$ cat src/logic/hrc_pkg.sv
// constants, types and encodings for the halt release controller
//
// Overview of operation
// halt instruction enters mode from mode field
// wake during light/stop entry held pending
// no pending hazard entering cpu-only halt
// new wake versus held: higher serviced first
// reset ends every halt mode
// reset keeps ram, reinitialises other settings
// interrupt wake keeps all settings unchanged
// enabled level wakes with interrupt processing
// masked ext0/rtc wake without handler, flag stays
// masked wake resumes after halt instruction
// stop wake acts only after warm-up
// nonmaskable level fixed at seven
// level ext0 source holds until processing
// software sets timer halt-run for ext5/6
// cpu-only halt: cpu stops, enabled peripherals run
// light-sleep: oscillator, rtc run; sysclk stopped
// wake sampled async, resume on sysclk
// stop halts oscillator; pins follow drive bit
// no system clock until warm-up elapsed
// release clock chosen by select and enables
// warm-up 2^8, 2^14, 2^16 oscillator periods
// external reset held for oscillator stabilising
// warm-up counter cleared, counts to terminal
package hrc_pkg;

  typedef logic [2:0] hrc_lvl_t;

  // ---------------------------------------------------------------
  // register map and fields
  // ---------------------------------------------------------------
  localparam logic [11:0] HRC_ADDR_CTRL   = 12'h000;
  localparam logic [11:0] HRC_ADDR_STATUS = 12'h004;

  localparam int HRC_CTRL_W        = 9;
  localparam int HRC_F_HALT_MODE   = 0;
  localparam int HRC_F_WARM_LEN    = 2;
  localparam int HRC_F_REL_SLOW    = 4;
  localparam int HRC_F_FAST_EN     = 5;
  localparam int HRC_F_SLOW_EN     = 6;
  localparam int HRC_F_PIN_DRIVE   = 7;
  localparam int HRC_F_TIMERB_RUN  = 8;
  localparam logic [8:0] HRC_CTRL_RST = 9'h02F;

  localparam int HRC_F_ST_STATE = 0;
  localparam int HRC_F_ST_PEND  = 4;
  localparam int HRC_F_ST_BUSY  = 10;

  // ---------------------------------------------------------------
  // modes, sources and timing
  // ---------------------------------------------------------------
  typedef enum logic [1:0] {
    HRC_MODE_NONE  = 2'b00,
    HRC_MODE_STOP  = 2'b01,
    HRC_MODE_LIGHT = 2'b10,
    HRC_MODE_CPU   = 2'b11
  } hrc_mode_e;

  typedef enum logic [3:0] {
    HRC_ST_RUN      = 4'h0,
    HRC_ST_ENTRY    = 4'h1,
    HRC_ST_CPU_HALT = 4'h2,
    HRC_ST_LIGHT    = 4'h3,
    HRC_ST_STOP     = 4'h4,
    HRC_ST_WARMUP   = 4'h5,
    HRC_ST_DISPATCH = 4'h6,
    HRC_ST_SECOND   = 4'h7
  } hrc_state_e;

  // source index: 0 nmi, 1 watchdog, 2 ext0, 3 rtc, 4 ext5/6, 5 internal peripherals
  localparam int HRC_NSRC = 6;
  localparam int HRC_NPIN = 5;
  localparam hrc_lvl_t HRC_NMI_LEVEL = 3'h7;

  localparam logic [5:0] HRC_TAKE_CPU   = 6'h3F;
  localparam logic [5:0] HRC_TAKE_LIGHT = 6'h0D;
  localparam logic [5:0] HRC_TAKE_STOP  = 6'h05;
  localparam logic [5:0] HRC_RES_LIGHT  = 6'h0C;
  localparam logic [5:0] HRC_RES_STOP   = 6'h04;
  localparam logic [5:0] HRC_PEND_OK    = 6'h0D;
  localparam logic [5:0] HRC_SRC_EXT56  = 6'h10;

  localparam logic [2:0] HRC_ENTRY_TICKS = 3'h5;

  localparam int HRC_WARM_W = 17;
  localparam logic [16:0] HRC_WARM_SHORT = 17'h00100;
  localparam logic [16:0] HRC_WARM_MID   = 17'h04000;
  localparam logic [16:0] HRC_WARM_LONG  = 17'h10000;

endpackage

$ cat src/logic/hrc_warm_if.sv
// link between the release controller and its warm-up counter
`timescale 1ns/1ps
`default_nettype none
interface hrc_warm_if;
  logic       start;
  logic       osc_tick;
  logic [1:0] len_sel;
  logic       done;
  logic       busy;

  modport ctrl (output start, output osc_tick, output len_sel, input done, input busy);
  modport cnt  (input start, input osc_tick, input len_sel, output done, output busy);
endinterface
`default_nettype wire

$ cat src/logic/hrc_warmup.sv
// oscillator warm-up counter used after a full stop
`timescale 1ns/1ps
`default_nettype none
module hrc_warmup
  import hrc_pkg::*;
#(
  parameter logic [16:0] WARM_SHORT = HRC_WARM_SHORT,
  parameter logic [16:0] WARM_MID   = HRC_WARM_MID,
  parameter logic [16:0] WARM_LONG  = HRC_WARM_LONG
)(
  input  wire logic i_mclk,
  input  wire logic i_rst_n,
  hrc_warm_if.cnt   w
);

  typedef struct packed {
    logic [16:0] count;
    logic        busy;
    logic        done;
  } hrc_warm_s;

  hrc_warm_s   q;
  hrc_warm_s   d;
  logic [16:0] term;

  always_comb
  begin
    // code 00 has no defined length; it falls back to the shortest one
    unique case (w.len_sel)
      2'b10:   term = WARM_MID;
      2'b11:   term = WARM_LONG;
      default: term = WARM_SHORT;
    endcase
    d = q;
    d.done = 1'b0;
    if (w.start)
    begin
      d.count = '0;
      d.busy  = 1'b1;
    end
    else if (q.busy && w.osc_tick)
    begin
      if (q.count == term - 17'h00001)
      begin
        d.busy = 1'b0;
        d.done = 1'b1;
      end
      else
      begin
        d.count = q.count + 17'h00001;
      end
    end
  end

  always_ff @(posedge i_mclk or negedge i_rst_n)
  begin
    if (!i_rst_n)
      q <= '0;
    else
      q <= d;
  end

  assign w.done = q.done;
  assign w.busy = q.busy;

endmodule
`default_nettype wire

$ cat src/logic/hrc_top.sv
// halt release controller: halt entry, wake decision, warm-up and dispatch
//
// Chosen here: the APB register port and the address map.
`timescale 1ns/1ps
`default_nettype none
module hrc_top
#(
  parameter logic [16:0] WARM_SHORT = hrc_pkg::HRC_WARM_SHORT,
  parameter logic [16:0] WARM_MID   = hrc_pkg::HRC_WARM_MID,
  parameter logic [16:0] WARM_LONG  = hrc_pkg::HRC_WARM_LONG
)(
  input  wire logic             i_mclk,
  input  wire logic             i_rst_n,
  // apb slave
  input  wire logic             i_psel,
  input  wire logic             i_penable,
  input  wire logic             i_pwrite,
  input  wire logic [11:0]      i_paddr,
  input  wire logic [31:0]      i_pwdata,
  output logic [31:0]           o_prdata,
  output logic                  o_pready,
  output logic                  o_pslverr,
  // cpu side
  input  wire logic             i_halt_exec,
  input  wire hrc_pkg::hrc_lvl_t i_interrupt_mask_level,
  input  wire logic             i_prescaler_clock,
  input  wire logic             i_fast_osc_tick,
  input  wire logic             i_slow_osc_tick,
  // wake sources: pins are asynchronous, the peripheral request is on i_mclk
  input  wire logic             i_nmi_req,
  input  wire logic             i_watchdog_irq,
  input  wire logic             i_ext_irq_zero,
  input  wire logic             i_rtc_wake_irq,
  input  wire logic             i_ext_irq_five_six,
  input  wire logic             i_periph_irq,
  input  wire hrc_pkg::hrc_lvl_t i_watchdog_level,
  input  wire hrc_pkg::hrc_lvl_t i_ext_zero_level,
  input  wire hrc_pkg::hrc_lvl_t i_rtc_level,
  input  wire hrc_pkg::hrc_lvl_t i_ext_five_six_level,
  input  wire hrc_pkg::hrc_lvl_t i_periph_level,
  // outcomes
  output logic                  o_irq_take,
  output logic [2:0]            o_irq_src,
  output logic                  o_resume,
  output logic                  o_cpu_run,
  output logic                  o_halted,
  output logic                  o_sysclk_en,
  output logic                  o_halt_run_only,
  output logic                  o_timerb_clk_en,
  output logic                  o_osc_run,
  output logic                  o_rtc_run,
  output logic                  o_fast_osc_en,
  output logic                  o_slow_osc_en,
  output logic                  o_release_clk_slow,
  output logic                  o_stop_pin_drive
);
  import hrc_pkg::*;

  // ---------------------------------------------------------------
  // state
  // ---------------------------------------------------------------
  typedef struct packed {
    hrc_state_e       state;
    logic [2:0]       entry_cnt;
    logic [5:0]       pend;
    logic             first_take;
    logic [2:0]       first_id;
    logic             second_valid;
    logic [2:0]       second_id;
    logic [8:0]       ctrl;
    logic [31:0]      prdata;
    logic             take;
    logic [2:0]       irq_id;
    logic             resume;
    logic [4:0]       sync1;
    logic [4:0]       sync2;
  } hrc_state_s;

  hrc_state_s q;
  hrc_state_s d;

  hrc_warm_if w ();

  hrc_warmup #(
    .WARM_SHORT (WARM_SHORT),
    .WARM_MID   (WARM_MID),
    .WARM_LONG  (WARM_LONG)
  ) u_warmup (
    .i_mclk  (i_mclk),
    .i_rst_n (i_rst_n),
    .w       (w)
  );

  // ---------------------------------------------------------------
  // per-source eligibility
  // ---------------------------------------------------------------
  logic [5:0] req;
  logic [5:0] en;
  logic [5:0] allow_take;
  logic [5:0] allow_res;
  logic [5:0] take_ok;
  logic [5:0] res_ok;
  hrc_lvl_t   lvl [HRC_NSRC];
  logic       start_c;

  // pins only reach the decision logic through the second flop
  assign req = {i_periph_irq, q.sync2};

  assign lvl[0] = HRC_NMI_LEVEL;
  assign lvl[1] = i_watchdog_level;
  assign lvl[2] = i_ext_zero_level;
  assign lvl[3] = i_rtc_level;
  assign lvl[4] = i_ext_five_six_level;
  assign lvl[5] = i_periph_level;

  always_comb
  begin
    unique case (q.state)
      HRC_ST_CPU_HALT:
      begin
        // ext5/6 pass through the 16-bit timer, which only runs here with its halt-run bit
        allow_take = HRC_TAKE_CPU & ~(HRC_SRC_EXT56 & {6{~q.ctrl[HRC_F_TIMERB_RUN]}});
        allow_res  = HRC_RES_LIGHT;
      end
      HRC_ST_LIGHT:
      begin
        allow_take = HRC_TAKE_LIGHT;
        allow_res  = HRC_RES_LIGHT;
      end
      HRC_ST_STOP:
      begin
        allow_take = HRC_TAKE_STOP;
        allow_res  = HRC_RES_STOP;
      end
      default:
      begin
        allow_take = '0;
        allow_res  = '0;
      end
    endcase
  end

  genvar gi;
  generate
    for (gi = 0; gi < HRC_NSRC; gi++)
    begin : g_src
      assign en[gi]      = (lvl[gi] >= i_interrupt_mask_level);
      assign take_ok[gi] = req[gi] & ~q.pend[gi] & en[gi] & allow_take[gi];
      assign res_ok[gi]  = req[gi] & ~q.pend[gi] & ~en[gi] & allow_res[gi];
    end
  endgenerate

  // ---------------------------------------------------------------
  // priority pick among new and held requests
  // ---------------------------------------------------------------
  logic       new_valid;
  logic [2:0] new_id;
  logic       pend_valid;
  logic [2:0] pend_id;

  always_comb
  begin
    new_valid  = 1'b0;
    new_id     = '0;
    pend_valid = 1'b0;
    pend_id    = '0;
    // ties go to the lower source index
    for (int i = HRC_NSRC - 1; i >= 0; i--)
    begin
      if (take_ok[i] && (!new_valid || lvl[i] >= lvl[new_id]))
      begin
        new_valid = 1'b1;
        new_id    = i[2:0];
      end
      if (q.pend[i] && en[i] && (!pend_valid || lvl[i] >= lvl[pend_id]))
      begin
        pend_valid = 1'b1;
        pend_id    = i[2:0];
      end
    end
  end

  // ---------------------------------------------------------------
  // next state
  // ---------------------------------------------------------------
  logic apb_setup;
  logic apb_wr;
  logic mapped;

  assign apb_setup = i_psel & ~i_penable;
  assign apb_wr    = i_psel & i_penable & i_pwrite;
  assign mapped    = (i_paddr == HRC_ADDR_CTRL) || (i_paddr == HRC_ADDR_STATUS);

  always_comb
  begin
    d        = q;
    d.take   = 1'b0;
    d.resume = 1'b0;
    start_c  = 1'b0;
    d.sync1  = {i_ext_irq_five_six, i_rtc_wake_irq, i_ext_irq_zero, i_watchdog_irq, i_nmi_req};
    d.sync2  = q.sync1;

    if (apb_wr && i_paddr == HRC_ADDR_CTRL)
      d.ctrl = i_pwdata[HRC_CTRL_W-1:0];
    if (apb_setup)
    begin
      d.prdata = '0;
      if (i_paddr == HRC_ADDR_CTRL)
        d.prdata[HRC_CTRL_W-1:0] = q.ctrl;
      else if (i_paddr == HRC_ADDR_STATUS)
      begin
        d.prdata[HRC_F_ST_STATE +: 4] = q.state;
        d.prdata[HRC_F_ST_PEND +: 6]  = q.pend;
        d.prdata[HRC_F_ST_BUSY]       = w.busy;
      end
    end

    unique case (q.state)
      HRC_ST_RUN:
      begin
        if (i_halt_exec)
        begin
          d.entry_cnt = '0;
          unique case (hrc_mode_e'(q.ctrl[HRC_F_HALT_MODE +: 2]))
            HRC_MODE_CPU:   d.state = HRC_ST_CPU_HALT;
            HRC_MODE_LIGHT: d.state = HRC_ST_ENTRY;
            HRC_MODE_STOP:  d.state = HRC_ST_ENTRY;
            HRC_MODE_NONE:  d.state = HRC_ST_RUN;
          endcase
        end
      end
      HRC_ST_ENTRY:
      begin
        // requests seen during entry cannot wake; nmi, ext0 and rtc ones are parked, the others are dropped
        d.pend = q.pend | (req & HRC_PEND_OK);
        if (i_prescaler_clock)
        begin
          d.entry_cnt = q.entry_cnt + 3'h1;
          if (q.entry_cnt == HRC_ENTRY_TICKS - 3'h1)
          begin
            if (q.ctrl[HRC_F_HALT_MODE +: 2] == HRC_MODE_STOP)
              d.state = HRC_ST_STOP;
            else
              d.state = HRC_ST_LIGHT;
          end
        end
      end
      HRC_ST_CPU_HALT, HRC_ST_LIGHT, HRC_ST_STOP:
      begin
        if (new_valid || (|res_ok))
        begin
          d.pend         = '0;
          d.second_valid = pend_valid;
          d.second_id    = pend_id;
          if (new_valid)
          begin
            d.first_take = 1'b1;
            if (pend_valid && lvl[pend_id] > lvl[new_id])
            begin
              d.first_id  = pend_id;
              d.second_id = new_id;
            end
            else
              d.first_id = new_id;
          end
          else
          begin
            d.first_take = 1'b0;
            d.first_id   = '0;
          end
          if (q.state == HRC_ST_STOP)
          begin
            start_c = 1'b1;
            d.state = HRC_ST_WARMUP;
          end
          else
            d.state = HRC_ST_DISPATCH;
        end
      end
      HRC_ST_WARMUP:
      begin
        if (w.done)
          d.state = HRC_ST_DISPATCH;
      end
      HRC_ST_DISPATCH:
      begin
        // nothing in ctrl is touched on a wake, so settings stay as before the halt
        d.take   = q.first_take;
        d.irq_id = q.first_id;
        d.resume = ~q.first_take;
        d.state  = q.second_valid ? HRC_ST_SECOND : HRC_ST_RUN;
      end
      HRC_ST_SECOND:
      begin
        d.take   = 1'b1;
        d.irq_id = q.second_id;
        d.state  = HRC_ST_RUN;
      end
      default:
        d.state = HRC_ST_RUN;
    endcase
  end

  // reset only clears this block; ram keeps its contents through it
  always_ff @(posedge i_mclk or negedge i_rst_n)
  begin
    if (!i_rst_n)
    begin
      q       <= '0;
      q.ctrl  <= HRC_CTRL_RST;
      q.state <= HRC_ST_RUN;
    end
    else
      q <= d;
  end

  // ---------------------------------------------------------------
  // outputs
  // ---------------------------------------------------------------
  assign w.start    = start_c;
  assign w.len_sel  = q.ctrl[HRC_F_WARM_LEN +: 2];
  assign w.osc_tick = q.ctrl[HRC_F_REL_SLOW] ? i_slow_osc_tick : i_fast_osc_tick;

  assign o_prdata  = q.prdata;
  assign o_pready  = 1'b1;
  assign o_pslverr = i_psel & i_penable & ~mapped;

  assign o_irq_take = q.take;
  assign o_irq_src  = q.irq_id;
  assign o_resume   = q.resume;

  assign o_cpu_run       = (q.state == HRC_ST_RUN);
  assign o_halted        = (q.state != HRC_ST_RUN);
  assign o_halt_run_only = (q.state == HRC_ST_CPU_HALT);
  assign o_timerb_clk_en = o_sysclk_en & (~o_halt_run_only | q.ctrl[HRC_F_TIMERB_RUN]);
  assign o_sysclk_en     = (q.state != HRC_ST_LIGHT) && (q.state != HRC_ST_STOP) &&
                           (q.state != HRC_ST_WARMUP);
  assign o_osc_run       = (q.state != HRC_ST_STOP);
  assign o_rtc_run       = (q.state != HRC_ST_STOP);
  assign o_fast_osc_en   = o_osc_run & q.ctrl[HRC_F_FAST_EN];
  assign o_slow_osc_en   = o_osc_run & q.ctrl[HRC_F_SLOW_EN];
  assign o_release_clk_slow = q.ctrl[HRC_F_REL_SLOW];
  assign o_stop_pin_drive   = (q.state == HRC_ST_STOP) & q.ctrl[HRC_F_PIN_DRIVE];

endmodule
`default_nettype wire

$ cat config.mk
export PLATFORM = sky130hd
export DESIGN_NAME = hrc_top
export DESIGN_NICKNAME = d
export VERILOG_FILES = /design/src/logic/hrc_pkg.sv /design/src/logic/hrc_warm_if.sv /design/src/logic/hrc_warmup.sv /design/src/logic/hrc_top.sv
export SDC_FILE = /design/constraint.sdc
export NUM_CORES = 1
export LEC_CHECK = 0
export ABC_AREA = 0
export BUFFER_PORTS_ARGS = -buffer_cell sky130_fd_sc_hd__buf_2
export CORE_UTILIZATION = 25
export DETAILED_ROUTE_END_ITERATION = 16
export GPL_TIMING_DRIVEN = 1
export PLACE_DENSITY = 0.51
export SYNTH_ARGS = -nofsm -noshare
export SYNTH_HDL_FRONTEND = slang
export SYNTH_SLANG_ARGS = --single-unit
$ cat constraint.sdc
create_clock -name i_mclk -period 24.5 [get_ports i_mclk]
set_clock_uncertainty 0.05 [all_clocks]
set_input_delay 4.9 -clock i_mclk [delete_from_list [all_inputs] [get_ports i_mclk]]
set_output_delay 4.9 -clock i_mclk [all_outputs]
set_load 0.03 [all_outputs]
### Yosys cells after proc, flatten, opt, wreduce, memory -nomap -nowiden

Index checks and enable logic that the tools add are counted.
W data, S select, Z words.

* add/sub/neg operators: 3
* magnitude comparators: 29
* equality and inequality tests: 24
* muxes and demuxes: 94
* bitwise gates (word level): 70
* reductions and logical operators: 62

Operators by type and width (count)
* $mux W3: 41
* $bmux W3 S3: 12
* $ge A4 B4 Y1 const B: 12
* $not A3 Y4: 12
* $ge A3 B3 Y1: 13
* $and A1 B1 Y1: 36
* $pmux W17 S2: 1
* $logic_and A1 B1 Y1: 21
* $pmux W4 S5: 1
* $mux W19: 1
* $mux W1: 18
* $mux W18: 1
* $pmux W6 S3: 1
* $add A17 B1 Y17 const B: 1
* $eq A17 B17 Y1: 1
* $mux W17: 1
* $not A1 Y1: 17
* $sub A17 B1 Y17 const B: 1
* $eq A4 B3 Y1 const B: 4
* $mux W4: 4
* $pmux W4 S2: 2
* $mux W14: 1
* $mux W7: 2
* $eq A12 B3 Y1 const B: 1
* other kinds (35): 77

* register bits: 75

### Logic depth before layout (Yosys ltp)

* word-level depth: 55
* mapped depth: 47
* mapped depth without buffers: 47

### Hierarchy

From an unflattened synthesis, not the netlist that was laid out.

* cells, all modules: 551
* area, all modules: 5057.4 um^2

By module, submodules not included
* hrc_top: times used 1, cells an instance 433, area an instance 3920.0 um^2, seq. area each 1307.5 um^2
* hrc_warmup: times used 1, cells an instance 118, area an instance 1137.3 um^2, seq. area each 475.5 um^2

### Worst setup path after synthesis

OpenSTA, ideal clock, no wires.

* kind: input to register
* from: input port i_interrupt_mask_level[2]
* to: register q[57] (netlist name)
* library setup time: 0.082 ns
* arrival time: 12.328 ns
* required time: 24.368 ns
* path slack: 12.040 ns
* stages: 43
* buffers on the path: 0
* cell sequence: inv_1 -> ha_1 -> nand2_1 -> o21ai_0 -> nand3_2 -> nor2_1 -> ha_1 -> o21ai_0 -> a21oi_1 -> o2111ai_1 -> nor2b_1 -> mux2_2 -> a21oi_1 -> ha_1 -> a21oi_1 -> a31o_2 -> nor2_1 -> a31oi_1 -> (+7 left out) -> o221a_2 -> ha_1 -> nand2b_1 -> a21o_1 -> a21oi_1 -> and2b_1 -> a31oi_4 -> nand3_2 -> mux2i_1 -> a221o_1 -> ha_1 -> a21o_1 -> a21oi_1 -> a31oi_1 -> nor2b_1 -> nand2_1 -> or2_1 -> a31oi_1

* word-level cells in the longest chain between the ends: 52
* elaborated cells on any way between the ends: 161
* classes of those cells: order compare: 17; mux: 62; bitwise: 42; reduce/logical: 40

RTL lines
* start, declared: line hrc_top.sv:25 `input wire hrc_pkg::hrc_lvl_t i_interrupt_mask_level,`
* $ge A3 B3 Y1: line hrc_top.sv:147 `assign en[gi] = (lvl[gi] >= i_interrupt_mask_level);`
* $and A1 B1 Y1 (2 in series): line hrc_top.sv:148 `assign take_ok[gi] = req[gi] & ~q.pend[gi] & en[gi] & allow_take[gi];`
* $mux W3: line hrc_top.sv:170 `if (take_ok[i] && (!new_valid || lvl[i] >= lvl[new_id]))`
* $not A3 Y4 (implied by the code): line hrc_top.sv:170
* $bmux W3 S3: line hrc_top.sv:170
* $mux W3 (implied by the code) (2 in series): line hrc_top.sv:170
* $ge A3 B3 Y1: line hrc_top.sv:170
* $logic_or A1 B1 Y1: line hrc_top.sv:170
* (+33 left out)
* $mux W3: line hrc_top.sv:170
* $not A3 Y4 (implied by the code): line hrc_top.sv:258 `if (pend_valid && lvl[pend_id] > lvl[new_id])`
* $bmux W3 S3: line hrc_top.sv:258
* $mux W3 (implied by the code) (2 in series): line hrc_top.sv:258
* $gt A3 B3 Y1: line hrc_top.sv:258
* $logic_and A1 B1 Y1: line hrc_top.sv:258
* $mux W3: line hrc_top.sv:258
* $mux W3: line hrc_top.sv:255 `if (new_valid)`
* end, declared: line hrc_top.sv:79 `hrc_state_s q;`

Parallel ways exist; a longest one is shown, timed or not. The select of a mux whose other input is x is not followed.
A chain may end at the register's enable or synchronous reset.

### Final worst setup path

Ends and elaborated chain as after synthesis.

==> results.yml <==
power_and_ir_drop:
  power_frac_seq: 0.346
  switching_share: 0.3991
  internal_power_uw: 294.2
  pwr_density_cell_mw_per_mm2: 87.56
  vdd_drop_max_mv: 0.04846
  p_clk_frac: 0.272
  power_frac_comb: 0.382
  p_sw_uw: 195.4
  leakage_nw: 2.712
min_path:
  whs_path_depth: 0
  holdPathEnd: "q[0]"
  min-delay-start: "d[0]"
  hold_class: "reg2reg"
clock_network:
  htree_levels: 3
  cts.sinks: 71
  postCtsResizedCells: 0
  clk-insertion-delay-late_ns: 0.32
  cts_root_buf: "clkbuf_16"
  cts_setup_buffers: 0
  clk_path_buf_depth: 2
  cts_buffers: 9
  cts.clk_slew.worst_paths_ns: 0.06
  cts_tree: "yes"
  cts_hold_buf: 0
logic_synthesis:
  yosys-top-cells-area: "dfrtp_1, ha_1, buf_4"
  netlist_area_mm2: 0.004816
  ys.flop_type: "dfrtp_1"
  ys_ff_latch: 71
  yosysTopAreaCellShare: 0.3429
  synth-async-reset-ratio: 1.000
  synth_top_area_cell: "dfrtp_1"
  syn_inst: 520
  synth_edf_count: 0
  synth_cell_types: 64
  yosysSeqAreaShare: 0.3702
  ys_warn_count: 0
  synth.most_common_cell: "dfrtp_1"
  avgSynthCellArea_um2: 9.261
  synth_common_cells: "dfrtp_1, nand2_1, nor2_1"
routing:
  route.detailed.drc: 0
  vias: 3774
  drt-initial-drc-count: 215
  wire_per_inst_um: 13.91
  final_antenna_net_count: 0
  firstDrtPassIters: 4
  via_per_inst: 4.580
  routed_wl_um: 11460
grt:
  grt_pass1_wl_um: 18950
  grt_remaining_overflow: 0
  grt_pass1_vias: 3616
  antenna_found_initial: 1
  track_usage: 0.1217
  grt_max_degree: 72
setup_path:
  ff2ff_path_depth: 42
  worstPathArrival_ns: 13.62
  r2r-start: "q[73]"
  path_class: "in2reg"
  critical_path.max_fanout: 10
  max_stage_delay_ns: 0.37
  crit_top_cell: "ha_1"
  reg2reg_to: "q[57]"
  startpoint_type: "input pin"
  crit_slowest_cell: "o21ai_0"
  r2r_slack_ns: 15.24
  cp_data_required_time_ns: 24.69
  end_kind: "flip-flop"
final_layout:
  drive_above_1_share: 0.2237
  fin_util: 0.2979
  antennaDiodeCount: 0
  nets: 700
  syn_to_final_growth_pct: 16.11
  fillCellCount: 2002
sta:
  setup-violations-final: 0
  relSlewSlack: 0.4038
  slew_violations: 0
  fin_crit_ns: 13.43
  hold_viol: 0
  hold_ws_ns: 0.3016
  min_period_over_period: 0.5482
  tightest_slew_ns: 0.8943
  rsz0062_at_grt: "no"
  fin_tns_setup_ns: 0
  fmax_mhz: 74.46
job:
  maxCapViolations: 0
place:
  io_buffers: 81
  globalplace.congestion: 0.7956
  dp_hpwl_um: 8710
run_status:
  status: "finished, final reports clean"
floorplanning:
  die_w_um: 140.8
  die_h_um: 140.8
  initial_core_util: 0.2566
  ios: 127
  dieArea_mm2: 0.01982
  design.core.area_mm2: 0.01877
  rows: 50
per-stage QoR:
stage	setup WS (ns)	power (mW)	area, um2	std cells
after floorplan	12.04	0.3127	4891	540
after global placement	10.68	0.3598	5281	808
after detailed placement	10.74	0.3610	5281	808
after CTS	11.06	0.4978	5592	824
after global routing	10.11	0.5290	5592	824
final	11.07	0.4896	5592	824
power by group through the flow:
| stage | combinational [mW] | clock [mW] | sequential (mW) |
|---|---|---|---|
| floorplan | 0.158 | 0 | 0.155 |
| global placement | 0.188 | 0 | 0.171 |
| detailed placement | 0.190 | 0 | 0.171 |
| CTS | 0.190 | 0.138 | 0.169 |
| global route | 0.213 | 0.142 | 0.173 |
| finish | 0.187 | 0.133 | 0.169 |
worst max path at each step:
stage,start,to,slack (ns),cells past startpoint
detailed placement,i_interrupt_mask_level[2],q[57],10.74,45
CTS,i_interrupt_mask_level[2],q[57],11.06,46
floorplan,i_interrupt_mask_level[2],q[57],12.04,43
global placement,i_interrupt_mask_level[2],q[57],10.68,46
finish,i_interrupt_mask_level[2],q[57],11.07,46
global route,i_interrupt_mask_level[2],q[57],10.11,46
cell type report:
type	instances	area (um2)	share of cell area
Tap cell	234	292.8	0.05236
Inverter	19	71.32	0.01275
Clock inverter	3	40.04	0.007160
Multi-Input combinational cell	401	2711	0.4849
Clock buffer	13	270.3	0.04833
Sequential cell	71	1783	0.3189
Timing Repair Buffer	83	422.9	0.07563
logic make-up after synthesis:
logic type,count (synthesis),share of synthesized area
AOI/OAI and AO/OA,116,0.1671
xor gates and xnor gates,12,0.02182
adders and majority gates,38,0.09873
buffers and inverters,68,0.08236
DFF,71,0.3702
muxes,28,0.06079
other,2,0.001559
and+or+nand+nor,185,0.1975
routing by layer:
metal	global-route usage	vias to the layer above	routed length [um]
met1	0.1677	1766	5760
met4	0.03719	0	96
met3	0.02344	4	348
met2	0.1919	60	5256
met5	0	-	0
li1	-	1944	-
cells in the final DEF, fill, tap and decap left out, types with 10 or more instances in the layout:
master / Yosys / final
nand2b_1: 10 / 10
nor2_1: 42 / 42
ha_1: 38 / 38
dfrtp_1: 66 / 66
nand3_1: 13 / 13
nand2_1: 52 / 52
conb_1: 2 / 22
a21oi_1: 28 / 28
mux2_2: 10 / 10
o21ai_0: 24 / 24
inv_1: 19 / 19
buf_2: 2 / 80
nor2b_1: 16 / 16
a31oi_1: 10 / 10
nor3_1: 13 / 13
mux2i_1: 18 / 18
critical path: cells and delay by family:
kind / cells / cell delay (ns)
buffers and inverters: 3 / 0.25
AND/OR/NAND/NOR: 14 / 2.25
AO/OA/AOI/OAI: 22 / 4.47
multiplexers: 1 / 0.18
adder cells (fa/ha/maj): 6 / 1.56
registers in the layout (all words and copies together), names as in the netlist:
signal / count
d: 5
o_irq_src: 3
o_irq_take: 1
o_prdata: 11
o_release_clk_slow: 1
o_resume: 1
q: 30
u_warmup.q: 17
u_warmup.w.busy: 1
u_warmup.w.done: 1
Power figures use the tool's default switching activity.
